### config.mk
export PLATFORM = sky130hd
export DESIGN_NAME = serial_line_arbiter_timer
export DESIGN_NICKNAME = d
export VERILOG_FILES = /design/src/inc/arb_timer_pkg.sv /design/src/verilog/serial_line_arbiter_timer.sv
export SDC_FILE = /design/constraint.sdc
export NUM_CORES = 1
export LEC_CHECK = 0
export ABC_AREA = 1
export BUFFER_PORTS_ARGS = -buffer_cell sky130_fd_sc_hd__buf_4
export CAP_MARGIN = 20
export CORE_ASPECT_RATIO = 0.7
export CORE_UTILIZATION = 50
export CTS_BUF_LIST = sky130_fd_sc_hd__clkbuf_4 sky130_fd_sc_hd__clkbuf_8 sky130_fd_sc_hd__clkbuf_16
export DETAILED_ROUTE_END_ITERATION = 10
export PLACE_DENSITY = 0.77
export SYNTH_ARGS = -nofsm -noshare
export SYNTH_HDL_FRONTEND = slang
export SYNTH_SLANG_ARGS = --single-unit
### constraint.sdc
create_clock -name i_sys_clk -period 2.9 [get_ports i_sys_clk]
set_input_delay 0.58 -clock i_sys_clk [delete_from_list [all_inputs] [get_ports i_sys_clk]]
set_output_delay 0.58 -clock i_sys_clk [all_outputs]
set_load 0.03 [all_outputs]
### src/inc/arb_timer_pkg.sv
// constants, register map and carrier types for the serial line arbiter timer
package arb_timer_pkg;
   localparam int CNT_W = 9;
   localparam int ADDR_W = 5;
   localparam int DATA_W = 32;
   // word-aligned byte offsets
   localparam logic [ADDR_W-1:0] OFS_CONTROL = 5'h00;
   localparam logic [ADDR_W-1:0] OFS_COUNT = 5'h04;
   localparam logic [ADDR_W-1:0] OFS_IRQ_STATUS = 5'h08;
   localparam logic [ADDR_W-1:0] OFS_IRQ_MASK = 5'h0C;
   // arbiter_control_reg bit positions
   localparam int BIT_MODE_HIGH = 7;
   localparam int BIT_MODE_LOW = 6;
   localparam int BIT_LOST = 5;
   localparam int BIT_CLK_SEL = 4;
   localparam int BIT_DONE = 3;
   localparam int BIT_RUN = 2;
   localparam int BIT_OVF = 1;
   localparam int BIT_MSB = 0;
   // irq status / mask bit positions
   localparam int IRQ_DONE = 0;
   localparam int IRQ_LOST = 1;
   localparam int IRQ_OVF = 2;
   localparam int IRQ_W = 3;
   // arbitration sample points
   localparam logic [CNT_W-1:0] SAMPLE_BUS_CLK = 9'h038;
   localparam logic [CNT_W-1:0] SAMPLE_PRESC_CLK = 9'h008;
   localparam logic [CNT_W-1:0] CNT_RESET = 9'h000;
   localparam logic [CNT_W-1:0] CNT_ONE = 9'h001;
   localparam logic [CNT_W-1:0] CNT_MAX = 9'h1FF;

   typedef enum logic [1:0] {
      MODE_IDLE = 2'b00,
      MODE_MEASURE = 2'b01,
      MODE_ARBITRATE = 2'b10,
      MODE_RESERVED = 2'b11
   } mode_t;

   typedef enum logic [5:0] {
      ST_IDLE = 6'b000001,
      ST_ARMED = 6'b000010,
      ST_COUNT = 6'b000100,
      ST_STOP = 6'b001000,
      ST_ARB_WAIT = 6'b010000,
      ST_ARB_CNT = 6'b100000
   } state_t;

   typedef struct packed {
      mode_t mode;
      logic clk_sel;
   } ctrl_t;

   typedef struct packed {
      logic ovf;
      logic lost;
      logic done;
   } events_t;
endpackage

### src/verilog/serial_line_arbiter_timer.sv
// Function
// - running flag reads 1 while counter counts
// - overflow flag set on overflow, cleared by write
// - mode 00 resets and holds the counter
// - counter msb readable, cleared by control write
// - low count byte readable, cleared by write
// - select 0: half bus clock, fall to fall
// - select 0: done flag at second fall
// - select 1: half prescaler clock, starts on low
// - select 1: already low starts at once
// - select 1: stops on next rising edge
// - arbitration restarts count on transmit rise
// - sample line at 38h/08h, low means lost
// - lost flag forces transmit pin high
// - transmit low without seen low restarts
// - mode field 00 idle, 01 measure, 10 arbitrate
// - lost cleared by writing upper mode bit 0
// - done flag cleared by any control write
//
// Chosen here: the Avalon-MM interface to the registers and the register addresses.
`timescale 1ns/1ps
module serial_line_arbiter_timer #(
   parameter int CNT_W = arb_timer_pkg::CNT_W
) (
   input wire logic i_sys_clk,
   input wire logic i_rst_n,
   input wire logic [arb_timer_pkg::ADDR_W-1:0] i_avs_address,
   input wire logic i_avs_read,
   input wire logic i_avs_write,
   input wire logic [arb_timer_pkg::DATA_W-1:0] i_avs_writedata,
   input wire logic [3:0] i_avs_byteenable,
   output logic [arb_timer_pkg::DATA_W-1:0] o_avs_readdata,
   output logic o_avs_waitrequest,
   input wire logic i_rxd,
   input wire logic i_internal_transmit_out,
   input wire logic i_presc_tick,
   output logic o_txd,
   output logic o_irq
);
   // bus slave
   logic wait_ff;
   logic [arb_timer_pkg::DATA_W-1:0] rdata_ff;
   logic acc;
   logic wr_ctrl;
   logic wr_sts;
   logic wr_mask;
   logic [7:0] nxt_rdata;

   // control and status
   arb_timer_pkg::ctrl_t ctrl_ff;
   arb_timer_pkg::state_t state_ff;
   arb_timer_pkg::state_t nxt_state;
   logic [CNT_W-1:0] cnt_ff;
   logic ovf_ff;
   logic done_ff;
   logic lost_ff;
   logic [arb_timer_pkg::IRQ_W-1:0] sts_ff;
   logic [arb_timer_pkg::IRQ_W-1:0] mask_ff;
   arb_timer_pkg::events_t evt;
   logic irq_ff;
   logic txd_ff;

   // line sampling and rates
   logic rx_s1_ff;
   logic rx_s2_ff;
   logic rx_s3_ff;
   logic rx_lvl_ff;
   logic rx_old_ff;
   logic tx_old_ff;
   logic half_ff;
   logic presc_half_ff;
   logic sampled_ff;
   logic low_seen_ff;
   logic rx_fall;
   logic rx_rise;
   logic tx_rise;
   logic cnt_en;
   logic running;
   logic idle_mode;
   logic cnt_clear;
   logic tick_cnt;
   logic sample_hit;
   logic arb_abort;
   logic [CNT_W-1:0] sample_pt;

   assign acc = (i_avs_read || i_avs_write) && !wait_ff;
   assign wr_ctrl = acc && i_avs_write && i_avs_byteenable[0] && i_avs_address == arb_timer_pkg::OFS_CONTROL;
   assign wr_sts = acc && i_avs_write && i_avs_byteenable[0] && i_avs_address == arb_timer_pkg::OFS_IRQ_STATUS;
   assign wr_mask = acc && i_avs_write && i_avs_byteenable[0] && i_avs_address == arb_timer_pkg::OFS_IRQ_MASK;

   always_comb begin
      nxt_rdata = 8'h00;
      unique case (i_avs_address)
         arb_timer_pkg::OFS_CONTROL: begin
            nxt_rdata[arb_timer_pkg::BIT_MODE_HIGH] = ctrl_ff.mode[1];
            nxt_rdata[arb_timer_pkg::BIT_MODE_LOW] = ctrl_ff.mode[0];
            nxt_rdata[arb_timer_pkg::BIT_LOST] = lost_ff;
            nxt_rdata[arb_timer_pkg::BIT_CLK_SEL] = ctrl_ff.clk_sel;
            nxt_rdata[arb_timer_pkg::BIT_DONE] = done_ff;
            nxt_rdata[arb_timer_pkg::BIT_RUN] = running;
            nxt_rdata[arb_timer_pkg::BIT_OVF] = ovf_ff;
            nxt_rdata[arb_timer_pkg::BIT_MSB] = cnt_ff[CNT_W-1];
         end
         arb_timer_pkg::OFS_COUNT: nxt_rdata = cnt_ff[7:0];
         arb_timer_pkg::OFS_IRQ_STATUS: nxt_rdata = {5'h00, sts_ff};
         arb_timer_pkg::OFS_IRQ_MASK: nxt_rdata = {5'h00, mask_ff};
         default: nxt_rdata = 8'h00;
      endcase
   end

   // one wait cycle: read data is latched while waitrequest is still high
   always_ff @(posedge i_sys_clk) begin
      if (!i_rst_n) begin
         wait_ff <= 1'b1;
         rdata_ff <= '0;
      end else if ((i_avs_read || i_avs_write) && wait_ff) begin
         wait_ff <= 1'b0;
         rdata_ff <= {24'h000000, nxt_rdata};
      end else begin
         wait_ff <= 1'b1;
      end
   end

   always_ff @(posedge i_sys_clk) begin
      if (!i_rst_n) begin
         ctrl_ff <= '0;
      end else if (wr_ctrl) begin
         ctrl_ff.mode <= arb_timer_pkg::mode_t'(i_avs_writedata[arb_timer_pkg::BIT_MODE_HIGH:arb_timer_pkg::BIT_MODE_LOW]);
         ctrl_ff.clk_sel <= i_avs_writedata[arb_timer_pkg::BIT_CLK_SEL];
      end
   end

   // receive pin: a change counts once stages two and three agree
   always_ff @(posedge i_sys_clk) begin
      if (!i_rst_n) begin
         rx_s1_ff <= 1'b1;
         rx_s2_ff <= 1'b1;
         rx_s3_ff <= 1'b1;
         rx_lvl_ff <= 1'b1;
         rx_old_ff <= 1'b1;
         tx_old_ff <= 1'b1;
      end else begin
         rx_s1_ff <= i_rxd;
         rx_s2_ff <= rx_s1_ff;
         rx_s3_ff <= rx_s2_ff;
         if (rx_s2_ff == rx_s3_ff) begin
            rx_lvl_ff <= rx_s3_ff;
         end
         rx_old_ff <= rx_lvl_ff;
         tx_old_ff <= i_internal_transmit_out;
      end
   end

   assign rx_fall = rx_old_ff && !rx_lvl_ff;
   assign rx_rise = !rx_old_ff && rx_lvl_ff;
   assign tx_rise = i_internal_transmit_out && !tx_old_ff;

   // half-rate enables for either clock source
   always_ff @(posedge i_sys_clk) begin
      if (!i_rst_n) begin
         half_ff <= 1'b0;
         presc_half_ff <= 1'b0;
      end else begin
         half_ff <= !half_ff;
         if (i_presc_tick) begin
            presc_half_ff <= !presc_half_ff;
         end
      end
   end

   assign cnt_en = ctrl_ff.clk_sel ? (i_presc_tick && presc_half_ff) : half_ff;
   assign running = state_ff == arb_timer_pkg::ST_COUNT || state_ff == arb_timer_pkg::ST_ARB_CNT;
   assign idle_mode = ctrl_ff.mode == arb_timer_pkg::MODE_IDLE || ctrl_ff.mode == arb_timer_pkg::MODE_RESERVED;
   assign sample_pt = ctrl_ff.clk_sel ? arb_timer_pkg::SAMPLE_PRESC_CLK : arb_timer_pkg::SAMPLE_BUS_CLK;
   assign sample_hit = state_ff == arb_timer_pkg::ST_ARB_CNT && cnt_ff == sample_pt && !sampled_ff;
   assign arb_abort = state_ff == arb_timer_pkg::ST_ARB_CNT && !i_internal_transmit_out && !low_seen_ff;
   assign tick_cnt = running && cnt_en;
   assign cnt_clear = idle_mode || wr_ctrl || tx_rise || arb_abort;

   always_comb begin
      nxt_state = state_ff;
      unique case (state_ff)
         arb_timer_pkg::ST_IDLE: nxt_state = state_ff;
         arb_timer_pkg::ST_ARMED: begin
            if (ctrl_ff.clk_sel ? !rx_lvl_ff : rx_fall) begin
               nxt_state = arb_timer_pkg::ST_COUNT;
            end
         end
         arb_timer_pkg::ST_COUNT: begin
            if (ctrl_ff.clk_sel ? rx_rise : rx_fall) begin
               nxt_state = arb_timer_pkg::ST_STOP;
            end
         end
         arb_timer_pkg::ST_STOP: nxt_state = state_ff;
         arb_timer_pkg::ST_ARB_WAIT: begin
            if (tx_rise) begin
               nxt_state = arb_timer_pkg::ST_ARB_CNT;
            end
         end
         arb_timer_pkg::ST_ARB_CNT: begin
            if (arb_abort && !tx_rise) begin
               nxt_state = arb_timer_pkg::ST_ARB_WAIT;
            end
         end
      endcase
   end

   // a control write re-arms the selected mode from scratch
   always_ff @(posedge i_sys_clk) begin
      if (!i_rst_n) begin
         state_ff <= arb_timer_pkg::ST_IDLE;
      end else if (wr_ctrl) begin
         unique case (arb_timer_pkg::mode_t'(i_avs_writedata[arb_timer_pkg::BIT_MODE_HIGH:arb_timer_pkg::BIT_MODE_LOW]))
            arb_timer_pkg::MODE_MEASURE: state_ff <= arb_timer_pkg::ST_ARMED;
            arb_timer_pkg::MODE_ARBITRATE: state_ff <= arb_timer_pkg::ST_ARB_WAIT;
            arb_timer_pkg::MODE_IDLE: state_ff <= arb_timer_pkg::ST_IDLE;
            arb_timer_pkg::MODE_RESERVED: state_ff <= arb_timer_pkg::ST_IDLE;
         endcase
      end else if (idle_mode) begin
         state_ff <= arb_timer_pkg::ST_IDLE;
      end else begin
         state_ff <= nxt_state;
      end
   end

   always_ff @(posedge i_sys_clk) begin
      if (!i_rst_n) begin
         cnt_ff <= arb_timer_pkg::CNT_RESET;
      end else if (cnt_clear && (idle_mode || wr_ctrl || running)) begin
         cnt_ff <= arb_timer_pkg::CNT_RESET;
      end else if (tick_cnt) begin
         cnt_ff <= cnt_ff + arb_timer_pkg::CNT_ONE; // wraps through zero
      end
   end

   assign evt.ovf = tick_cnt && !cnt_clear && cnt_ff == arb_timer_pkg::CNT_MAX;
   assign evt.done = state_ff == arb_timer_pkg::ST_COUNT && !ctrl_ff.clk_sel && rx_fall && !wr_ctrl;
   assign evt.lost = sample_hit && !rx_lvl_ff && !tx_rise && !arb_abort;

   // sample once per restart; seen-low marks a legitimate dominant bit
   always_ff @(posedge i_sys_clk) begin
      if (!i_rst_n) begin
         sampled_ff <= 1'b0;
         low_seen_ff <= 1'b0;
      end else if (cnt_clear) begin
         sampled_ff <= 1'b0;
         low_seen_ff <= 1'b0;
      end else if (state_ff == arb_timer_pkg::ST_ARB_CNT) begin
         sampled_ff <= sampled_ff || sample_hit;
         low_seen_ff <= low_seen_ff || !rx_lvl_ff;
      end
   end

   // a lost set beats its clear in the same cycle; a control write suppresses ovf and done events
   always_ff @(posedge i_sys_clk) begin
      if (!i_rst_n) begin
         ovf_ff <= 1'b0;
         done_ff <= 1'b0;
         lost_ff <= 1'b0;
      end else begin
         ovf_ff <= evt.ovf || (ovf_ff && !wr_ctrl);
         done_ff <= evt.done || (done_ff && !wr_ctrl);
         lost_ff <= evt.lost || (lost_ff && !(wr_ctrl && !i_avs_writedata[arb_timer_pkg::BIT_MODE_HIGH]));
      end
   end

   always_ff @(posedge i_sys_clk) begin
      if (!i_rst_n) begin
         sts_ff <= '0;
         mask_ff <= '0;
      end else begin
         sts_ff <= evt | (sts_ff & ~(wr_sts ? i_avs_writedata[arb_timer_pkg::IRQ_W-1:0] : '0));
         if (wr_mask) begin
            mask_ff <= i_avs_writedata[arb_timer_pkg::IRQ_W-1:0];
         end
      end
   end

   always_ff @(posedge i_sys_clk) begin
      if (!i_rst_n) begin
         irq_ff <= 1'b0;
         txd_ff <= 1'b1;
      end else begin
         irq_ff <= |(sts_ff & mask_ff);
         txd_ff <= i_internal_transmit_out || lost_ff;
      end
   end

   assign o_avs_readdata = rdata_ff;
   assign o_avs_waitrequest = wait_ff;
   assign o_irq = irq_ff;
   assign o_txd = txd_ff;
endmodule

==> metrics, run 1 <==
run status complete, no violations; Worst path top cell family by delay simple AND/OR/NAND/NOR gates; vias in the first global route between 1500 and 2000; DP HPWL approximately 4 mm; Worst EP arrival approximately 1.9 ns; Die Y-Extent approximately 62 µm; root cell of the clock tree clkbuf_8; LEAKAGE around 1.2 nW; Post-synth ARST share 0; largest net degree at the start of global routing 23; starting density of the core 0.532; met1 usage in global routing 0.303; I/O pins 83; clock skew ~0.012 ns; max incr delay on CP ~0.36 ns; core area a little under 5000 µm²; clock buffer depth 2; Top Usage Layer GRT met1; Synth-to-Final Area Change 11.1%; Rows 21; period utilisation layout 0.576; Via density 4.91; Fillers between 400 and 500; clk_lat worst skew around 0.3 ns; Die Area between 5000 and 6000 µm²; post-route setup TNS 0 ns; Yosys top cell area share 0.370; routed vias 2245; CP Buf/Inv Count 0; syn_area_per_cell between 7 and 8 µm²; Max Freq 599 MHz; CTS resizes 0; CP max stage cell dfxtp_1; most common cell in the netlist nand2_1; ANT cells 0; Netlist cell types 35; Yosys reg bits 48; clock-pin slew on the worst setup and hold paths 0.10 ns; GR Util met2 0.290; PortBufs 29; Final Max Slew Viols 0; global route overflow 0; gpl congestion a little under 0.9; Cell Chain, Critical Path nor2_2 > nand2_1 > nor2_1 > nand3_1 > nor2_1 > nand4_1 > o21ai_0; global-route wire length before repair just under 9 mm; post-synthesis sequential area ratio 0.370; synth warn 0; Synth Flop Type dfxtp_1; Synth top cells by count nand2_1, dfxtp_1, nor2_1; Pwr Density approximately 420 nW/µm²; Routed Antenna Nets 0; worst hold path class reg2reg; cts bufs inserted 5; TritonCTS clock tree done; layout cells sized above 1 0.186; final hold violations 0; Initial DRC Count about 200; Setup Buffers After CTS 0; Post-synth EDFFs 0; synth top area cells dfxtp_1, nand2_1, buf_4; Post-CTS Hold Buffers 0; Peak VDD IR roughly 0.00025 V; # nets final 440; crit path time final around 1.7 ns; H-Tree Level Count 2; die width a little under 90 µm; clock sink total 48; final WL 5.40 mm; DRC 0; initial antenna violation count 0; Crit path top cell by count nor2_1; worst-path fanout max 5; WS Path Type reg2reg; per-cell routed wire length ~12 µm; CP startpoint kind flip-flop; max-cap violations 0; Overall Power 0.00121 W; Crit. End Element flip-flop; worst path required time 3.13 ns; Yosys top cell by area dfxtp_1; Cells after Synth 355; final setup fails 0; RSZ-0062 raised after global routing false; GRT Util Overall 0.206; met3 usage 0.0598; Pre-antenna DRT Iters 5; Syn Std Cell Area 2600 µm²
[registers in the layout (all words and copies together), names as in the netlist, 3 cells and up]
signal	count
cnt_ff	9
o_avs_readdata	8
state_ff	6
ctrl_ff	3
mask_ff	3
sts_ff	3
[layout by cell type (no fill, tap or decap)]
cell,instances
a21oi_1,23
a21oi_2,6
buf_4,30
clkbuf_8,6
clkinv_1,2
clkinvlp_4,2
conb_1,24
dfxtp_1,48
ha_1,5
inv_1,33
inv_2,3
inv_4,1
nand2_1,71
nand2_2,1
nand2_4,5
nand2_8,1
nand3_1,20
nand3_2,2
nand3_4,1
nand4_1,10
nor2_1,45
nor2_2,2
nor2_4,4
nor3_1,4
nor3_2,1
nor3b_1,1
nor4_1,1
o21ai_0,20
o21ai_2,3
o22ai_1,4
or2_1,1
or2_2,3
xor2_1,4
xor2_2,1
[worst register-to-register path: cells and delay by family, from the launching register on]
family	cells	cell delay (ns)
AND/OR/NAND/NOR	6	1.12
flip-flops	1	0.36
AO/OA/AOI/OAI	1	0.12
[stage by stage]
| step | hold WS (ns) | utilization | area [µm²] | cells | setup slack (ns) |
|---|---|---|---|---|---|
| after detailed placement | 0.405 | 0.571 | 2790 | 449 | 0.993 |
| after CTS | 0.418 | 0.591 | 2890 | 457 | 1.22 |
| final | 0.415 | 0.591 | 2890 | 457 | 1.23 |
| after floorplan | 0.393 | - | 2690 | 378 | 1.34 |
| after global routing | 0.428 | 0.591 | 2890 | 457 | 1.04 |
| after global placement | 0.398 | 0.571 | 2790 | 449 | 1.01 |
[worst paths after layout]
| path | start | end | slack, ns | cells after the start |
|---|---|---|---|---|
| hold / removal | half_ff | half_ff | 0.41 | 1 |
| hold reg to reg | half_ff | half_ff | 0.41 | 1 |
| setup reg to reg | state_ff[0] | lost_ff | 1.23 | 7 |
| setup / recovery | state_ff[0] | lost_ff | 1.23 | 7 |
[cells by family after synthesis]
logic type / synth area share
DFF: 0.370
AOI/OAI and AO/OA: 0.123
adders and majority gates: 0.0241
xor gates and xnor gates: 0.0197
and+or+nand+nor: 0.325
buffers and inverters: 0.137
other: 0.00144
[where the power goes]
group / total, W / switching (W) / leakage [nW] / internal (W)
logic: 0.000116 / 0.0000868 / 0.760 / 0.0000294
clock network: 0.000424 / 0.000231 / 0.0434 / 0.000193
registers: 0.000670 / 0.00000428 / 0.389 / 0.000665
[layer usage]
layer	up-vias	wire length [µm]
met4	0	64
met2	61	2250
met1	1011	2790
met5	-	0
li1	1164	-
met3	9	292
[area by class of cell]
type | count | area (µm²) | area share
multi-input combinational | 263 | 1370 | 0.474
sequential | 48 | 961 | 0.333
timing repair buffer | 30 | 225 | 0.0780
inverter | 39 | 149 | 0.0516
tap | 69 | 86.3 | 0.0299
clock buffer | 6 | 82.6 | 0.0286
clock inverter | 2 | 15.0 | 0.00520
Power figures use the tool's default switching activity.
==> inputs of run 2 (changes only) <==
--- a/config.mk
+++ b/config.mk
@@ -9,10 +9,10 @@
 export BUFFER_PORTS_ARGS = -buffer_cell sky130_fd_sc_hd__buf_4
 export CAP_MARGIN = 20
 export CORE_ASPECT_RATIO = 0.7
-export CORE_UTILIZATION = 50
+export CORE_UTILIZATION = 46
 export CTS_BUF_LIST = sky130_fd_sc_hd__clkbuf_4 sky130_fd_sc_hd__clkbuf_8 sky130_fd_sc_hd__clkbuf_16
 export DETAILED_ROUTE_END_ITERATION = 10
-export PLACE_DENSITY = 0.77
+export PLACE_DENSITY = 0.74
 export SYNTH_ARGS = -nofsm -noshare
 export SYNTH_HDL_FRONTEND = slang
 export SYNTH_SLANG_ARGS = --single-unit
==> constraint.sdc (replaced) <==
create_clock -name i_sys_clk -period 1.34 [get_ports i_sys_clk]
set_input_delay 0.268 -clock i_sys_clk [delete_from_list [all_inputs] [get_ports i_sys_clk]]
set_output_delay 0.268 -clock i_sys_clk [all_outputs]
set_load 0.03 [all_outputs]
==> run 2 against run 1 <==
The flow now finishes with violations (negative setup slack). Worst setup slack worse by 1.3 ns. First-iteration DRC count fell by 38%. Total power up 120%. Cell area increased by 23%. Critical path type unchanged. Largest power group unchanged.
==> metrics, run 2 (synthesized netlist as in run 1, its figures left out) <==
run status complete, but fails checks; failing checks negative setup slack; Die Area 5960 µm² (+8.4%); DP HPWL 4.60 mm (+12%); GRT Util Overall 0.215 (+0.00883); worst r2r path cells 8 (+1); Rows 22 (+4.8%); initial antenna violation count 0 (unchanged); commonest cells after routing, fill and taps aside nand2_1, buf_4, dfxtp_1, nor2_1; launch point of the worst reg-to-reg path state_ff[3]; Largest Register cnt_ff; TritonCTS clock tree done; vias in the first global route 2156 (+12%); # nets final 474 (+7.7%); hold endpoint presc_half_ff; per-cell routed wire length 13.9 µm (+18%); WS Path Type reg2reg; max incr delay on CP 0.35 ns (about the same); Die Y-Extent 64.9 µm (+4.1%); min-delay src i_presc_tick; routed vias 2490 (+11%); worst path required time 1.58 ns (-1.55 ns); pre-CTS WS -0.136 ns (-1.13 ns); CP max stage cell dfxtp_2; die width 91.8 µm (+4.2%); Final Max Slew Viols 0 (unchanged); clock buffer depth 2 (unchanged); max reg flops 9 (unchanged); cts bufs inserted 5 (unchanged); period utilisation layout 1.04 (+0.469); area of placed instances 3020 µm² (+8.3%); clk_lat worst skew 0.32 ns (+0.02 ns); Hold Crit Depth 2 (+1); final setup margin -0.0599 ns (-1.29 ns); DRC 0 (unchanged); global route overflow 0 (unchanged); CP startpoint kind flip-flop; reg2reg end state_ff[1]; Pwr Density 753 nW/µm² (+80%); final WL 6.88 mm (+27%); max-cap violations 0 (unchanged); worst reg-to-reg setup slack -0.06 ns (-1.29 ns); Pre-antenna DRT Iters 4 (-1); clock-pin slew on the worst setup and hold paths 0.10 ns (about the same); worst hold path class in2reg; Peak VDD IR 0.000458 V (+84%); Initial DRC Count 126 (-38%); PortBufs 29 (unchanged); Worst EP arrival 1.64 ns (-0.26 ns); Max Freq 714 MHz (+19%); Via density 5.04 (+2.6%); dpl cells 479 (+6.7%); Cell Chain, Critical Path buf_6 > inv_2 > nand2_1 > nor2_1 > nand3_1 > buf_4 > or2_1 > a21oi_1; final hold violations 0 (unchanged); Worst path top cell family by delay simple AND/OR/NAND/NOR gates; Synth-to-Final Area Change 36.4%; final instance area 3550 µm² (+23%); root cell of the clock tree clkbuf_8; layout cells sized above 1 0.415 (+0.229); core area 5340 µm² (+9.3%); clock skew 0.0149 ns (+0.00283 ns); clock sink total 48 (unchanged); worst-path fanout max 5 (unchanged); Finished Layout Cells 494 (+8.1%); H-Tree Level Count 2 (unchanged); LEAKAGE 1.42 nW (+19%); Routed Antenna Nets 0 (unchanged); crit path time final 1.40 ns (-0.269 ns); global-route wire length before repair 10.1 mm (+15%); ANT cells 0 (unchanged); RSZ-0062 raised after global routing true; CP Buf/Inv Count 3 (+3); Crit. End Element flip-flop; starting density of the core 0.487 (-0.0451); final setup fails 18 (+18); largest net degree at the start of global routing 17 (-26%); I/O pins 83 (unchanged); commonest non-fill, non-tap cell in the layout nand2_1; gpl congestion 0.832 (-3.9%)
-- run 2: cell count changes in the layout (fill, tap and decap cells not counted), moves of 10 or more --
cell and change:
nor2_4 +10, dfxtp_1 -13, nand2_1 -13, nor2_1 -16, buf_4 +24
-- run 2: per-stage QoR --
step	TNS [ns]	power, W	hold WS, ns	utilization
floorplan	0	0.00171	0.362	-
global placement	-0.425	0.00175	0.397	0.566
detailed placement	-0.849	0.00175	0.407	0.566
CTS	-0.122	0.00265	0.145	0.594
global route	-1.53	0.00275	0.138	0.664
finish	-0.304	0.00267	0.143	0.664
-- run 2: how the worst max path moves through the flow --
stage	from	to	slack (ns)	depth (start not counted)
2_1_floorplan	cnt_ff[1]	cnt_ff[8]	0.003	6
3_3_place_gp	i_avs_address[3]	state_ff[2]	-0.04	9
3_5_place_dp	cnt_ff[0]	sts_ff[2]	-0.14	6
4_1_cts	cnt_ff[0]	lost_ff	-0.04	8
5_1_grt	state_ff[3]	state_ff[4]	-0.11	9
6_report	state_ff[3]	state_ff[1]	-0.06	8
-- run 2: per-layer routing --
metal / GRT usage / part of all wire
met1: 0.307 / 0.47
met2: 0.323 / 0.46
met3: 0.0434 / 0.058
met4: 0.0684 / 0.018
met5: 0 / 0
-- run 2: final cells by class --
cell class | instances | area [µm²]
Inverter | 39 | 161
Fill cell | 421 | 1790
Sequential cell | 48 | 987
Timing Repair Buffer | 62 | 495
Clock inverter | 1 | 7.51
Multi-Input combinational cell | 265 | 1710
Tap cell | 72 | 90.1
Clock buffer | 7 | 90.1
-- run 2: timing repair --
action / CTS / global route
pin swaps: 6 / 23
endpoints found under the setup margin: 14 / 21
hold endpoints to repair: 0 / 0
resized for setup: 18 / 90
hold buffers: 0 / 0
gates cloned: 0 / 2
buffers inserted: 1 / 4
-- run 2: where the power goes --
group | switching (W) | leakage [nW] | internal [W]
Clock | 0.000505 | 0.0479 | 0.000440
Sequential | 0.00000989 | 0.394 | 0.00143
Combinational | 0.000206 | 0.980 | 0.0000791
